==> src/common/liu_cfg.svh <==
// Register offsets, field positions and reset values of the LIU config block.
// Included by the clock decode, the register bank, the assertions and the bench; definitions only.
`ifndef LIU_CFG_SVH
`define LIU_CFG_SVH

// Printed offsets are not all multiples of four: they are register indices
`define IDX_RX_SENSE_CH1_2    8'h08
`define IDX_RX_SENSE_CH3_4    8'h09
`define IDX_RX_SENSE_CH5_6    8'h0A
`define IDX_RX_SENSE_CH9_10   8'h28
`define IDX_RX_SENSE_CH11_12  8'h29
`define IDX_RX_SENSE_CH13_14  8'h2A
`define IDX_MASTER_CLOCK      8'h06
`define IDX_CLOCK_STATUS      8'h30
`define PAIR_STRIDE           8'h20
`define NUM_SENSE_REGS        6

// Receive config field positions
`define EVEN_TURNS_BIT        7
`define EVEN_SEL_HI           6
`define EVEN_SEL_LO           4
`define ODD_TURNS_BIT         3
`define ODD_SEL_HI            2
`define ODD_SEL_LO            0

// Master clock field positions
`define MC_LOOP_BIT           0
`define MC_FAMILY_BIT         1
`define MC_PERIOD_LO          2
`define MC_PERIOD_HI          3

`define SENSE_RESET           8'h00
`define MC_RESET              8'h00

// Expected master clock, kHz
`define T1_BASE_KHZ           16'h0608
`define E1_BASE_KHZ           16'h0800

`endif

==> src/common/liu_pkg.sv <==
// Types shared by the LIU configuration block.
// Does not use liu_cfg.svh; codes are given here.
package liu_pkg;

  typedef enum logic [2:0] {
    SENSE_12DB        = 3'b000,
    SENSE_18DB        = 3'b001,
    MON_14DB_LOSS_30  = 3'b100,
    MON_20DB_LOSS_22  = 3'b101
  } rx_select_t;

  typedef enum logic [1:0] {
    MODE_DIRECT_T1 = 2'b00,
    MODE_DIRECT_E1 = 2'b01,
    MODE_SYNTH     = 2'b10
  } clk_mode_t;

  typedef enum logic [1:0] {
    WR_IDLE = 2'b00,
    WR_RESP = 2'b01
  } wr_state_t;

endpackage : liu_pkg

==> src/clock_select_decode.sv <==
// Decodes the master clock selection into expected frequency and mode.
// Assumes the master clock register fields; pure combinational.
`timescale 1ns/1ps
`include "liu_cfg.svh"
module clock_select_decode (
  input  wire logic                   loop_enable,
  input  wire logic                   family_t1,
  input  wire logic [1:0]             period_sel,
  input  wire logic                   direct_t1,
  output logic      [15:0]            expect_khz,
  output liu_pkg::clk_mode_t          mode,
  output logic      [3:0]             multiple
);
  logic [15:0] base;
  always_comb begin
    mode       = liu_pkg::MODE_DIRECT_E1;
    multiple   = 4'h1;
    base       = `E1_BASE_KHZ;
    expect_khz = base;
    if (loop_enable) begin
      base       = family_t1 ? `T1_BASE_KHZ : `E1_BASE_KHZ;
      multiple   = 4'(4'h1 << period_sel);
      expect_khz = 16'(base << period_sel);
      mode       = liu_pkg::MODE_SYNTH;
    end else begin
      // Clock used unmodified; line mode alone fixes the rate
      base       = direct_t1 ? `T1_BASE_KHZ : `E1_BASE_KHZ;
      expect_khz = base;
      mode       = direct_t1 ? liu_pkg::MODE_DIRECT_T1 : liu_pkg::MODE_DIRECT_E1;
    end
  end
endmodule : clock_select_decode

==> src/liu_clock_and_rx_sense_config.sv <==
// AXI4-Lite register bank: master clock selection and receive sense config.
// Assumes a single 40 MHz aclk and synchronous active-low aresetn.
//
// Behaviour
// - Loop on: family and period pick rate
// - Loop enable starts synthesiser, else direct
// - Turns bit set selects 1:1 ratio
// - Three-bit select picks sensitivity and gain
// - Codes 000,001,100,101 map to settings
// - Even channel high nibble, odd low
// - Channels 1-6 at 08h, 9-14 at 28h
//
// The AXI4-Lite interface to the registers was decided locally.
`timescale 1ns/1ps
`include "liu_cfg.svh"
module liu_clock_and_rx_sense_config (
  input  wire logic                 aclk,
  input  wire logic                 aresetn,
  input  wire logic [9:0]           s_axi_awaddr,
  input  wire logic [2:0]           s_axi_awprot,
  input  wire logic                 s_axi_awvalid,
  output logic                      s_axi_awready,
  input  wire logic [31:0]          s_axi_wdata,
  input  wire logic [3:0]           s_axi_wstrb,
  input  wire logic                 s_axi_wvalid,
  output logic                      s_axi_wready,
  output logic      [1:0]           s_axi_bresp,
  output logic                      s_axi_bvalid,
  input  wire logic                 s_axi_bready,
  input  wire logic [9:0]           s_axi_araddr,
  input  wire logic [2:0]           s_axi_arprot,
  input  wire logic                 s_axi_arvalid,
  output logic                      s_axi_arready,
  output logic      [31:0]          s_axi_rdata,
  output logic      [1:0]           s_axi_rresp,
  output logic                      s_axi_rvalid,
  input  wire logic                 s_axi_rready,
  input  wire logic                 line_mode_t1,
  output logic                      synth_loop_enable,
  output logic                      clock_family_select,
  output logic      [1:0]           master_period_select,
  output logic      [15:0]          expected_clock_khz,
  output logic      [3:0]           clock_multiple,
  output logic      [11:0]          rx_turns_ratio_one_to_one,
  output logic      [35:0]          rx_sense_monitor_select,
  output logic      [11:0]          rx_monitor_mode,
  output logic      [11:0]          rx_high_sense,
  output logic      [11:0]          rx_high_gain
);

  localparam int NREG = `NUM_SENSE_REGS;
  localparam int NCH  = 2 * NREG;

  typedef struct packed {
    logic                  aw_held;
    logic [7:0]            aw_idx;
    logic                  w_held;
    logic [31:0]           w_data;
    logic                  w_strb0;
    logic                  bvalid;
    logic [1:0]            bresp;
    logic                  rvalid;
    logic [1:0]            rresp;
    logic [31:0]           rdata;
    logic [7:0]            mc;
    logic [NREG-1:0][7:0]  sense;
    logic                  line_meta;
    logic                  line_sync;
  } state_t;

  state_t s_r;
  state_t s_nxt;

  // Register index to sense slot; -1 when not a sense register
  function automatic logic [3:0] sense_slot(input logic [7:0] idx);
    logic [3:0] slot;
    slot = 4'hF;
    for (int i = 0; i < 3; i++) begin
      if (idx == 8'(`IDX_RX_SENSE_CH1_2 + i)) slot = 4'(i);
      if (idx == 8'(`IDX_RX_SENSE_CH1_2 + `PAIR_STRIDE + i)) slot = 4'(i + 3);
    end
    return slot;
  endfunction : sense_slot

  // Byte address to register index; the two low address bits are ignored
  function automatic logic [7:0] addr_to_idx(input logic [9:0] addr);
    return addr[9:2];
  endfunction : addr_to_idx

  function automatic logic mapped(input logic [7:0] idx);
    return (sense_slot(idx) != 4'hF) || (idx == `IDX_MASTER_CLOCK)
           || (idx == `IDX_CLOCK_STATUS);
  endfunction : mapped

  logic [15:0]          exp_khz;
  liu_pkg::clk_mode_t   clk_mode;
  logic [3:0]           mult;

  clock_select_decode u_clk (
    .loop_enable (s_r.mc[`MC_LOOP_BIT]),
    .family_t1   (s_r.mc[`MC_FAMILY_BIT]),
    .period_sel  (s_r.mc[`MC_PERIOD_HI:`MC_PERIOD_LO]),
    .direct_t1   (s_r.line_sync),
    .expect_khz  (exp_khz),
    .mode        (clk_mode),
    .multiple    (mult)
  );

  logic [NCH-1:0][2:0] ch_sel;
  logic [NCH-1:0]      ch_turns;

  genvar g;
  generate
    for (g = 0; g < NREG; g++) begin : g_fields
      // Even channel in the high nibble, odd in the low
      assign ch_turns[2*g]   = s_r.sense[g][`ODD_TURNS_BIT];
      assign ch_sel[2*g]     = s_r.sense[g][`ODD_SEL_HI:`ODD_SEL_LO];
      assign ch_turns[2*g+1] = s_r.sense[g][`EVEN_TURNS_BIT];
      assign ch_sel[2*g+1]   = s_r.sense[g][`EVEN_SEL_HI:`EVEN_SEL_LO];
    end
    for (g = 0; g < NCH; g++) begin : g_dec
      rx_sense_decode u_dec (
        .sel          (ch_sel[g]),
        .monitor_mode (rx_monitor_mode[g]),
        .high_sense   (rx_high_sense[g]),
        .high_gain    (rx_high_gain[g]),
        .sel_valid    ()
      );
    end
  endgenerate

  logic       do_write;
  logic [3:0] wslot;
  logic [7:0] ridx;
  logic [3:0] rslot;

  always_comb begin
    s_nxt = s_r;
    // Line mode strap comes from a pin: two flops before use
    s_nxt.line_meta = line_mode_t1;
    s_nxt.line_sync = s_r.line_meta;

    // Address and data are taken in either order, then held
    if (s_axi_awvalid && s_axi_awready) begin
      s_nxt.aw_held = 1'b1;
      s_nxt.aw_idx  = addr_to_idx(s_axi_awaddr);
    end
    if (s_axi_wvalid && s_axi_wready) begin
      s_nxt.w_held  = 1'b1;
      s_nxt.w_data  = s_axi_wdata;
      s_nxt.w_strb0 = s_axi_wstrb[0];
    end

    do_write = s_r.aw_held && s_r.w_held && !s_r.bvalid;
    wslot    = sense_slot(s_r.aw_idx);
    if (do_write) begin
      s_nxt.aw_held = 1'b0;
      s_nxt.w_held  = 1'b0;
      s_nxt.bvalid  = 1'b1;
      s_nxt.bresp   = mapped(s_r.aw_idx) ? 2'h0 : 2'h2;
      // Only byte lane 0 carries register data
      if (s_r.w_strb0) begin
        if (wslot != 4'hF) begin
          s_nxt.sense[wslot[2:0]] = s_r.w_data[7:0];
        end
        if (s_r.aw_idx == `IDX_MASTER_CLOCK) begin
          s_nxt.mc = s_r.w_data[7:0];
        end
      end
    end
    if (s_r.bvalid && s_axi_bready) begin
      s_nxt.bvalid = 1'b0;
    end

    ridx  = addr_to_idx(s_axi_araddr);
    rslot = sense_slot(ridx);
    if (s_axi_arvalid && s_axi_arready) begin
      s_nxt.rvalid = 1'b1;
      s_nxt.rresp  = 2'h0;
      s_nxt.rdata  = 32'h0000_0000;
      if (rslot != 4'hF) begin
        s_nxt.rdata[7:0] = s_r.sense[rslot[2:0]];
      end else if (ridx == `IDX_MASTER_CLOCK) begin
        s_nxt.rdata[7:0] = s_r.mc;
      end else if (ridx == `IDX_CLOCK_STATUS) begin
        s_nxt.rdata = {6'h00, 2'(clk_mode), mult, exp_khz[15:0], 4'h0};
      end else begin
        s_nxt.rresp = 2'h2;
      end
    end else if (s_r.rvalid && s_axi_rready) begin
      s_nxt.rvalid = 1'b0;
    end

    if (!aresetn) begin
      s_nxt       = '0;
      s_nxt.mc    = `MC_RESET;
      s_nxt.sense = {NREG{`SENSE_RESET}};
    end
  end

  always_ff @(posedge aclk) begin
    s_r <= s_nxt;
  end

  // One write at a time: stall each channel once it holds its half
  assign s_axi_awready = aresetn && !s_r.aw_held && !s_r.bvalid;
  assign s_axi_wready  = aresetn && !s_r.w_held && !s_r.bvalid;
  assign s_axi_bvalid  = s_r.bvalid;
  assign s_axi_bresp   = s_r.bresp;
  assign s_axi_arready = aresetn && !s_r.rvalid;
  assign s_axi_rvalid  = s_r.rvalid;
  assign s_axi_rresp   = s_r.rresp;
  assign s_axi_rdata   = s_r.rdata;

  assign synth_loop_enable    = s_r.mc[`MC_LOOP_BIT];
  assign clock_family_select  = s_r.mc[`MC_FAMILY_BIT];
  assign master_period_select = s_r.mc[`MC_PERIOD_HI:`MC_PERIOD_LO];
  assign expected_clock_khz   = exp_khz;
  assign clock_multiple       = mult;

  always_comb begin
    for (int c = 0; c < NCH; c++) begin
      rx_turns_ratio_one_to_one[c]     = ch_turns[c];
      rx_sense_monitor_select[3*c +: 3] = ch_sel[c];
    end
  end

endmodule : liu_clock_and_rx_sense_config

==> src/rx_sense_decode.sv <==
// Decodes one 3-bit receive select code into sensitivity and monitor settings.
// Assumes a code from a receive config register; pure combinational.
`timescale 1ns/1ps
module rx_sense_decode (
  input  wire logic [2:0] sel,
  output logic            monitor_mode,
  output logic            high_sense,
  output logic            high_gain,
  output logic            sel_valid
);
  always_comb begin
    monitor_mode = 1'b0;
    high_sense   = 1'b0;
    high_gain    = 1'b0;
    sel_valid    = 1'b1;
    unique case (sel)
      liu_pkg::SENSE_12DB: begin
      end
      liu_pkg::SENSE_18DB: begin
        high_sense = 1'b1;
      end
      liu_pkg::MON_14DB_LOSS_30: begin
        monitor_mode = 1'b1;
      end
      liu_pkg::MON_20DB_LOSS_22: begin
        monitor_mode = 1'b1;
        high_gain    = 1'b1;
      end
      default: begin
        // Undefined codes fall back to the 12 dB setting
        sel_valid = 1'b0;
      end
    endcase
  end
endmodule : rx_sense_decode

==> config.mk <==
export PLATFORM = sky130hd
export DESIGN_NAME = liu_clock_and_rx_sense_config
export DESIGN_NICKNAME = d
export VERILOG_FILES = /design/src/common/liu_pkg.sv /design/src/clock_select_decode.sv /design/src/liu_clock_and_rx_sense_config.sv /design/src/rx_sense_decode.sv
export VERILOG_INCLUDE_DIRS = /design/src /design/src/common
export SDC_FILE = /design/constraint.sdc
export NUM_CORES = 1
export LEC_CHECK = 0
export BUFFER_PORTS_ARGS = -buffer_cell sky130_fd_sc_hd__buf_2
export CELL_PAD_IN_SITES_DETAIL_PLACEMENT = 0
export CELL_PAD_IN_SITES_GLOBAL_PLACEMENT = 2
export CORE_ASPECT_RATIO = 1.25
export CORE_MARGIN = 1.5
export CORE_UTILIZATION = 31
export DETAILED_ROUTE_END_ITERATION = 16
export PLACE_DENSITY = 0.95
export SETUP_SLACK_MARGIN = 0.4
export SLEW_MARGIN = 10
export SYNTH_ARGS = -nofsm -noshare
export SYNTH_HDL_FRONTEND = slang
export SYNTH_SLANG_ARGS = --single-unit
==> constraint.sdc <==
create_clock -name aclk -period 4.1 [get_ports aclk]
set_clock_uncertainty 0.1 [all_clocks]
set_input_delay 0.205 -clock aclk [delete_from_list [all_inputs] [get_ports aclk]]
set_output_delay 0.205 -clock aclk [all_outputs]
set_load 0.02 [all_outputs]
==> results_dict.tcl, run 1 <==
set metrics [dict create \
    postRouteWirelength_um 15700 \
    htree_levels 3 \
    relSlewSlack 0.339 \
    end_kind "flip-flop" \
    root_buffer "clkbuf_16" \
    crit_path_max_incr_delay_ns 0.99 \
    critPathBufInv 2 \
    status "completed" \
    cts_tree "built" \
    finalPower_w 0.00221 \
    antenna_left 0 \
    cts_sinks 104 \
    cp.arrival_ns 2.72 \
    postCtsHoldBufs 2 \
    ctsResizeCount 0 \
    final_cell_mix "164 x buf_2, 104 x dfxtp_1, 76 x nor2b_1" \
    clkSlewWorstSetupHoldPaths_ns 0.08 \
    fmax_mhz 396 \
    insertedDiodeCount 0 \
    final_common_cell "buf_2" \
    antenna_found_initial 0 \
    die_area_um2 20800 \
    syn_inst 692 \
    grt_pass1_vias 4175 \
    nets 793 \
    synth.avg_cell_area_um2 8.93 \
    period_share 0.616 \
    grt_overflow_total 0 \
    clock_latency_ns 0.36 \
    tns_ns 0 \
    clock_path_buffers 2 \
    rsz0062_at_grt "no" \
    ioPinCount 219 \
    reg2reg_slack_ns 1.62 \
    cts_made_buffers 9 \
    yosys_warnings 0 \
    gp_congestion 0.771 \
    final-setup-viol-count 0 \
    start_kind "input pin" \
    crit_cells 6 \
    synthArstFlopShare 0 \
    worstSetupPathType "in -> reg" \
    yosysSeqAreaShare 0.337 \
    drv_cap 0 \
    post-cts-setup-buffers 0 \
    crit_family "simple AND/OR/NAND/NOR gates" \
    yosysUniqueCellTypes 61 \
    synth-main-ff-cell "dfxtp_1" \
    holdWs_ns 0.00771 \
    reg2regPathDepth 4 \
    syn_to_final_growth_pct 7.37 \
    port_buffers 164 \
    grt_start_max_net_pins 114 \
    irDropWorstVdd_mv 0.203 \
    slew_violations 0 \
    path_cells "dlygate4sd3_1 > buf_2 > nand3b_1 > nor4_4 > nand2_1 > a21boi_2" \
    drc 0 \
    grt_pass1_wl_um 23800 \
    synth_area_um2 6180 \
    ys_seq_elements 104 \
    viasPerCell 4.53 \
    fillers 2054 \
    die_height_um 161 \
    finalHoldViolCount 0 \
    drt_iter0_markers 214 \
    drive_gt1_frac 0.278 \
    wl_per_cell_um 15.9 \
    critical_path.slowest_cell "nor4_4" \
    dieWidth_um 129 \
    num_rows 57 \
    dp.final_hpwl_um 11600 \
    fin_crit_ns 2.52 \
    track_usage 0.151 \
    hold_depth 3 \
    coreArea_um2 19500 \
    worstPathMaxFanout 17 \
    leakage_nw 3.14 \
    hold_class "in -> reg" \
    worstMarginPinSlew_ns 0.992 \
    worst_ep_required_time_ns 4.29 \
    dr.pass1.iters 4 \
    vias 4484 \
    start_util 0.318 \
    power.density_nw_per_um2 333 \
    synth_edf_count 0 \
]
final cells by class:
| type | instances | area (um2) | share of cell area |
|---|---|---|---|
| inverters | 6 | 22.5 | 0.00339 |
| well taps | 265 | 332 | 0.0500 |
| multi-input cells | 431 | 3000 | 0.452 |
| repair buffers | 168 | 856 | 0.129 |
| clock buffers | 9 | 225 | 0.0339 |
| flip-flops and latches | 104 | 2080 | 0.314 |
| clock inverters | 6 | 118 | 0.0177 |
layer usage:
| layer | track usage | share of wire | wire length (um) | vias up |
|---|---|---|---|---|
| met1 | 0.185 | 0.44 | 6960 | 2090 |
| li1 | - | - | - | 2266 |
| met2 | 0.262 | 0.50 | 7830 | 115 |
| met5 | 0 | 0 | 0 | - |
| met3 | 0.0346 | 0.047 | 741 | 13 |
| met4 | 0.0419 | 0.011 | 171 | 0 |
per-stage QoR:
stage | utilization | instances | cell area (um2) | setup WS, ns
after detailed placement | 0.322 | 972 | 6270 | 1.63
final | 0.341 | 989 | 6640 | 1.58
after CTS | 0.341 | 989 | 6640 | 1.58
after floorplan | - | 708 | 6240 | 2.34
after global routing | 0.341 | 989 | 6640 | 1.40
after global placement | 0.322 | 972 | 6270 | 1.64
Yosys cell counts (7+ instances only):
cell	count	area share
and3b_1	12	0.017
a22oi_1	7	0.0085
o211ai_1	7	0.0085
nand2_1	65	0.039
buf_4	130	0.16
and3_1	7	0.0071
dfxtp_1	104	0.34
clkbuf_1	23	0.014
nand2b_1	13	0.013
nand3_1	8	0.0065
nor2_1	21	0.013
buf_2	9	0.0073
a21oi_1	7	0.0057
a21boi_0	11	0.013
a21boi_2	8	0.015
nor2b_1	76	0.077
nor3b_1	23	0.028
mux2i_1	73	0.12
a22o_1	7	0.0099
a32oi_1	7	0.0099
state kept, by name (all words and copies together) (netlist names):
signal and count:
rx_sense_monitor_select 36, s_r 25, s_axi_rdata 23, rx_turns_ratio_one_to_one 12
master_period_select 2, clock_family_select 1, s_axi_bresp 1, s_axi_bvalid 1
s_axi_rresp 1, s_axi_rvalid 1, synth_loop_enable 1
logic make-up after synthesis:
group / Yosys count / synth area share
AOI/OAI and AO/OA: 78 / 0.101
adders and majority gates: 3 / 0.00607
buffers and inverters: 173 / 0.187
DFF: 104 / 0.337
muxes: 73 / 0.118
other: 1 / 0.000607
and+or+nand+nor: 260 / 0.250
path summary, 6_finish.rpt:
check                  start         endpoint
max            s_axi_arvalid  s_axi_rdata[18]
max reg2reg     s_axi_rvalid  s_axi_rdata[18]
min reg2reg           s_r[1]           s_r[0]
min          s_axi_awaddr[2]         s_r[130]
worst min-delay path, delay by kind of cell:
family / cells / cell delay [ns]
buffers and inverters: 1 / 0.08
muxes: 1 / 0.06
and+or+nand+nor: 1 / 0.09
power by group:
part	switching, W	internal [W]
sequential	0.0000243	0.00102
clock	0.000402	0.000599
combinational	0.0000991	0.0000607
No activity file was read; power rests on OpenSTA's default activity.
==> run 2: changes to the inputs <==
CORE_UTILIZATION = 26   (was 31)
PLACE_DENSITY = 0.86   (was 0.95)
clock period = 2.1 ns   (was 4.1 ns; I/O delays follow)
==> run 2 against run 1 <==
- first-iteration DRC count increased by 2.8%
- design area increased by 8.2%
- clock power increased by 65%
==> results_dict.tcl, run 2 (synthesis gave the netlist of run 1 again) <==
set metrics [dict create \
    status "completed" \
    drc 0 \
    timing.rr.end "rx_sense_monitor_select[0]" \
    viasPerCell 4.45 \
    rr_startpoint "s_r[136]" \
    final_common_cell "buf_2" \
    hold_class "in -> reg" \
    dr.pass1.iters 4 \
    reg2regPathDepth 6 \
    worst_ep_required_time_ns 1.89 \
    die_area_um2 24700 \
    cts_made_buffers 9 \
    final-setup-viol-count 0 \
    grt_start_max_net_pins 96 \
    postRouteWirelength_um 17200 \
    end_kind "output pin" \
    largest_reg_flops 36 \
    ioPinCount 219 \
    start_util 0.267 \
    worstMarginPinSlew_ns 0.538 \
    num_rows 62 \
    insertedDiodeCount 0 \
    cts_sinks 104 \
    die_height_um 175 \
    syn_to_final_growth_pct 16.2 \
    fin_crit_ns 1.69 \
    cts_tree "built" \
    drt_iter0_markers 220 \
    vias 4737 \
    finalHoldViolCount 0 \
    root_buffer "clkbuf_16" \
    coreArea_um2 23200 \
    fin_area_um2 7180 \
    nets 844 \
    clkSlewWorstSetupHoldPaths_ns 0.07 \
    start_kind "flip-flop" \
    slew_violations 0 \
    clock_path_buffers 2 \
    leakage_nw 3.38 \
    min_to "s_r[138]" \
    power.density_nw_per_um2 567 \
    port_buffers 164 \
    irDropWorstVdd_mv 0.361 \
    hp-start "s_axi_awvalid" \
    period_share 0.804 \
    reg2reg_slack_ns 0.47 \
    dpl_cell_area_um2 6500 \
    clock_latency_ns 0.35 \
    rsz0062_at_grt "yes" \
    worstSetupPathType "reg -> out" \
    dieWidth_um 141 \
    fmax_mhz 592 \
    dp.final_hpwl_um 12600 \
    track_usage 0.137 \
    antenna_left 0 \
    drv_cap 0 \
    cp.arrival_ns 1.48 \
    holdWs_ns 0.0604 \
    grt_pass1_wl_um 25800 \
    worstPathMaxFanout 5 \
    hold_depth 5 \
    final_cell_mix "162 x buf_2, 98 x dfxtp_1, 75 x nor2b_1" \
    htree_levels 3 \
    grt_pass1_vias 4396 \
    grt_overflow_total 0 \
    wl_per_cell_um 16.1 \
    antenna_found_initial 0 \
    relSlewSlack 0.641 \
    drive_gt1_frac 0.325 \
    gp_congestion 0.747 \
    tns_ns 0 \
]
[run 2: changes by cell type in the layout (fill, tap and decap cells not counted), moves of 2 or more]
cell / previous run / this run
dfxtp_1: 104 / 98
clkinv_4: 1 / 4
ha_1: 3 / 1
buf_6: 0 / 6
bufinv_16: 3 / 0
dlygate4sd3_1: 2 / 21
buf_12: 0 / 2
dfxtp_2: 0 / 6
buf_2: 164 / 162
buf_4: 2 / 28
mux2i_1: 73 / 71
[run 2: where the power goes]
part	switching [W]	internal, W
Clock	0.000822	0.000830
Combinational	0.000211	0.000163
Sequential	0.0000464	0.00200
[run 2: worst max-delay path: stages, from the launching register on]
cell and delay (ns):
dfxtp_2 0.33, buf_6 0.12, buf_4 0.15, ha_1 0.20, and3_1 0.19, buf_2 0.16
[run 2: timing repair]
action | in CTS | in global routing
pin swaps | 3 | 4
hold buffers | 21 | 0
buffers inserted | 4 | 4
endpoints found under the setup margin | 34 | 43
endpoints found under the hold margin | 20 | 0
gates resized for setup | 13 | 18
[run 2: worst max path at each step]
stage	endpoint	depth (start not counted)	slack, ns	start
floorplan	rx_sense_monitor_select[0]	6	0.43	s_axi_bvalid
global placement	rx_sense_monitor_select[13]	5	0.30	s_r[136]
detailed placement	rx_sense_monitor_select[15]	5	0.28	s_r[136]
CTS	expected_clock_khz[6]	5	0.40	clock_family_select
global route	expected_clock_khz[9]	5	0.33	master_period_select[0]
finish	expected_clock_khz[6]	5	0.41	clock_family_select
[run 2: routing by layer]
| metal | vias to the layer above | wire length [um] | global-route usage |
|---|---|---|---|
| met5 | - | 0 | 0 |
| met3 | 14 | 895 | 0.0363 |
| li1 | 2378 | - | - |
| met1 | 2197 | 7690 | 0.171 |
| met4 | 0 | 308 | 0.0356 |
| met2 | 148 | 8280 | 0.234 |
[run 2: area by class of cell]
cell class,count,area (um2)
inverters,6,25.0
well taps,288,360
repair buffers,219,1340
clock buffers,9,225
clock inverters,7,65.1
flip-flops and latches,104,2090
fillers,2447,16000
multi-input cells,431,3080
[run 2: through the flow]
step,power (W),instances,setup slack (ns),utilization
floorplan,0.00233,708,0.432,-
global placement,0.00242,1019,0.297,0.280
detailed placement,0.00243,1019,0.282,0.280
CTS,0.00414,1060,0.399,0.306
global route,0.00425,1064,0.331,0.310
finish,0.00407,1064,0.412,0.310
==> run 3: changes to the inputs <==
clock period = 1.5 ns   (was 2.1 ns; I/O delays follow)
==> run 3 against run 2 <==
- the flow now finishes with violations (negative setup slack)
- combinational power rose by 100%
- global-route usage rose by 1.1 points
- critical path depth did not move
- die area did not move
- first-iteration DRC count rose by 6.8%
- count of clock-buffer cells in the layout did not move
- via count rose by 8.9%
- design area rose by 29%
- utilization rose by 8.9 points
- highest routed layer unchanged
==> results_dict.tcl, run 3 (synthesis gave the netlist of run 1 again) <==
set metrics [dict create \
    dieWidth_um 141 \
    start_util 0.267 \
    cp.arrival_ns 1.84 \
    grt_pass1_vias 4923 \
    num_rows 62 \
    slew_violations 0 \
    drv_cap 0 \
    grt_pass1_wl_um 28000 \
    postRouteWirelength_um 18800 \
    worstSetupPathType "reg -> reg" \
    finalPower_w 0.00583 \
    p_sw_frac 0.271 \
    clkSlewWorstSetupHoldPaths_ns 0.07 \
    cts_tree "built" \
    drt_iter0_markers 235 \
    fillers 2266 \
    dp.final_hpwl_um 13000 \
    drc 0 \
    switching_power_w 0.00158 \
    rsz0062_at_grt "yes" \
    tns_ns -4.88 \
    dr.pass1.iters 4 \
    ioPinCount 219 \
    cts_made_buffers 9 \
    seq_power_share 0.478 \
    p_int_w 0.00425 \
    track_usage 0.148 \
    vias 5159 \
    violations "negative setup slack" \
    holdWs_ns 0.0323 \
    setup_slack_ns -0.154 \
    dp.cells 1046 \
    fmax_mhz 604 \
    coreArea_um2 23200 \
    irDropWorstVdd_mv 0.491 \
    comb_power_share 0.130 \
    end_kind "flip-flop" \
    worstPathMaxFanout 8 \
    p_clk_frac 0.392 \
    final_cell_mix "125 x buf_4, 93 x buf_6, 71 x mux2i_1" \
    root_buffer "clkbuf_16" \
    period_share 1.10 \
    clock_path_buffers 2 \
    instances_no_fill 1151 \
    leakage_nw 4.15 \
    grt_start_max_net_pins 91 \
    viasPerCell 4.48 \
    hold_class "in -> reg" \
    finalHoldViolCount 0 \
    status "finished with violations" \
    power.density_nw_per_um2 631 \
    grt_overflow_total 0 \
    final_util 0.398 \
    port_buffers 164 \
    syn_to_final_growth_pct 49.5 \
    antenna_left 0 \
    die_area_um2 24700 \
    final-setup-viol-count 63 \
    drive_gt1_frac 0.553 \
    antenna_found_initial 0 \
    final_common_cell "buf_4" \
    cts_sinks 104 \
    worstMarginPinSlew_ns 0.625 \
    start_kind "flip-flop" \
    relSlewSlack 0.577 \
    fin_crit_ns 1.65 \
    wl_per_cell_um 16.4 \
    gp_congestion 0.778 \
    worst_ep_required_time_ns 1.68 \
    insertedDiodeCount 0 \
    htree_levels 3 \
    clock_latency_ns 0.36 \
    largest_reg_flops 36 \
    nets 931 \
    die_height_um 175 \
]
## run 3: path summary, 6_finish.rpt
| kind | cells past startpoint | start | end | slack, ns |
|---|---|---|---|---|
| max reg2reg | 5 | s_r[137] | rx_sense_monitor_select[14] | -0.15 |
| min reg2reg | 1 | s_r[1] | s_r[0] | 0.33 |
| max | 5 | s_r[137] | rx_sense_monitor_select[14] | -0.15 |
| min | 5 | s_axi_awvalid | s_r[138] | 0.03 |
## run 3: what timing repair did
item | in CTS | in global routing
endpoints found under the hold margin | 20 | 0
hold buffers | 21 | 0
endpoints found under the setup margin | 205 | 193
resized for setup | 274 | 152
pin swaps | 39 | 51
setup buffers | 43 | 21
gates cloned | 3 | 1
## run 3: power groups by stage
| stage | clock (W) | combinational [W] | sequential (W) |
|---|---|---|---|
| floorplan | 0 | 0.000396 | 0.00290 |
| global placement | 0 | 0.000559 | 0.00291 |
| detailed placement | 0 | 0.000562 | 0.00292 |
| CTS | 0.00237 | 0.000685 | 0.00280 |
| global route | 0.00246 | 0.000815 | 0.00280 |
| finish | 0.00229 | 0.000758 | 0.00279 |
## run 3: per-stage QoR
stage | area, um2 | worst slack [ns]
6_report | 9240 | -0.154
3_5_place_dp | 6870 | -0.191
5_1_grt | 9240 | -0.233
2_1_floorplan | 6430 | -0.0654
4_1_cts | 8520 | -0.160
3_3_place_gp | 6870 | -0.140
## run 3: cell type report
type	instances	area, um2	share of cell area
Multi-Input combinational cell	432	3650	0.395
Timing Repair Buffer	305	2680	0.290
Sequential cell	104	2250	0.243
Tap cell	288	360	0.0390
Clock buffer	9	225	0.0244
Clock inverter	7	53.8	0.00582
Inverter	6	25.0	0.00271
## run 3: critical path, stage by stage, from the launching register on
cell	delay, ns
dfxtp_2	0.34
nor4b_4	0.33
and2b_2	0.24
and4b_1	0.24
buf_12	0.15
mux2i_1	0.18
## run 3: routing by layer
layer	global-route usage	vias to the layer above	wire length, um
met5	0	-	0
met4	0.0547	0	416
met3	0.0349	22	925
met2	0.255	154	9430
met1	0.179	2418	8070
li1	-	2565	-
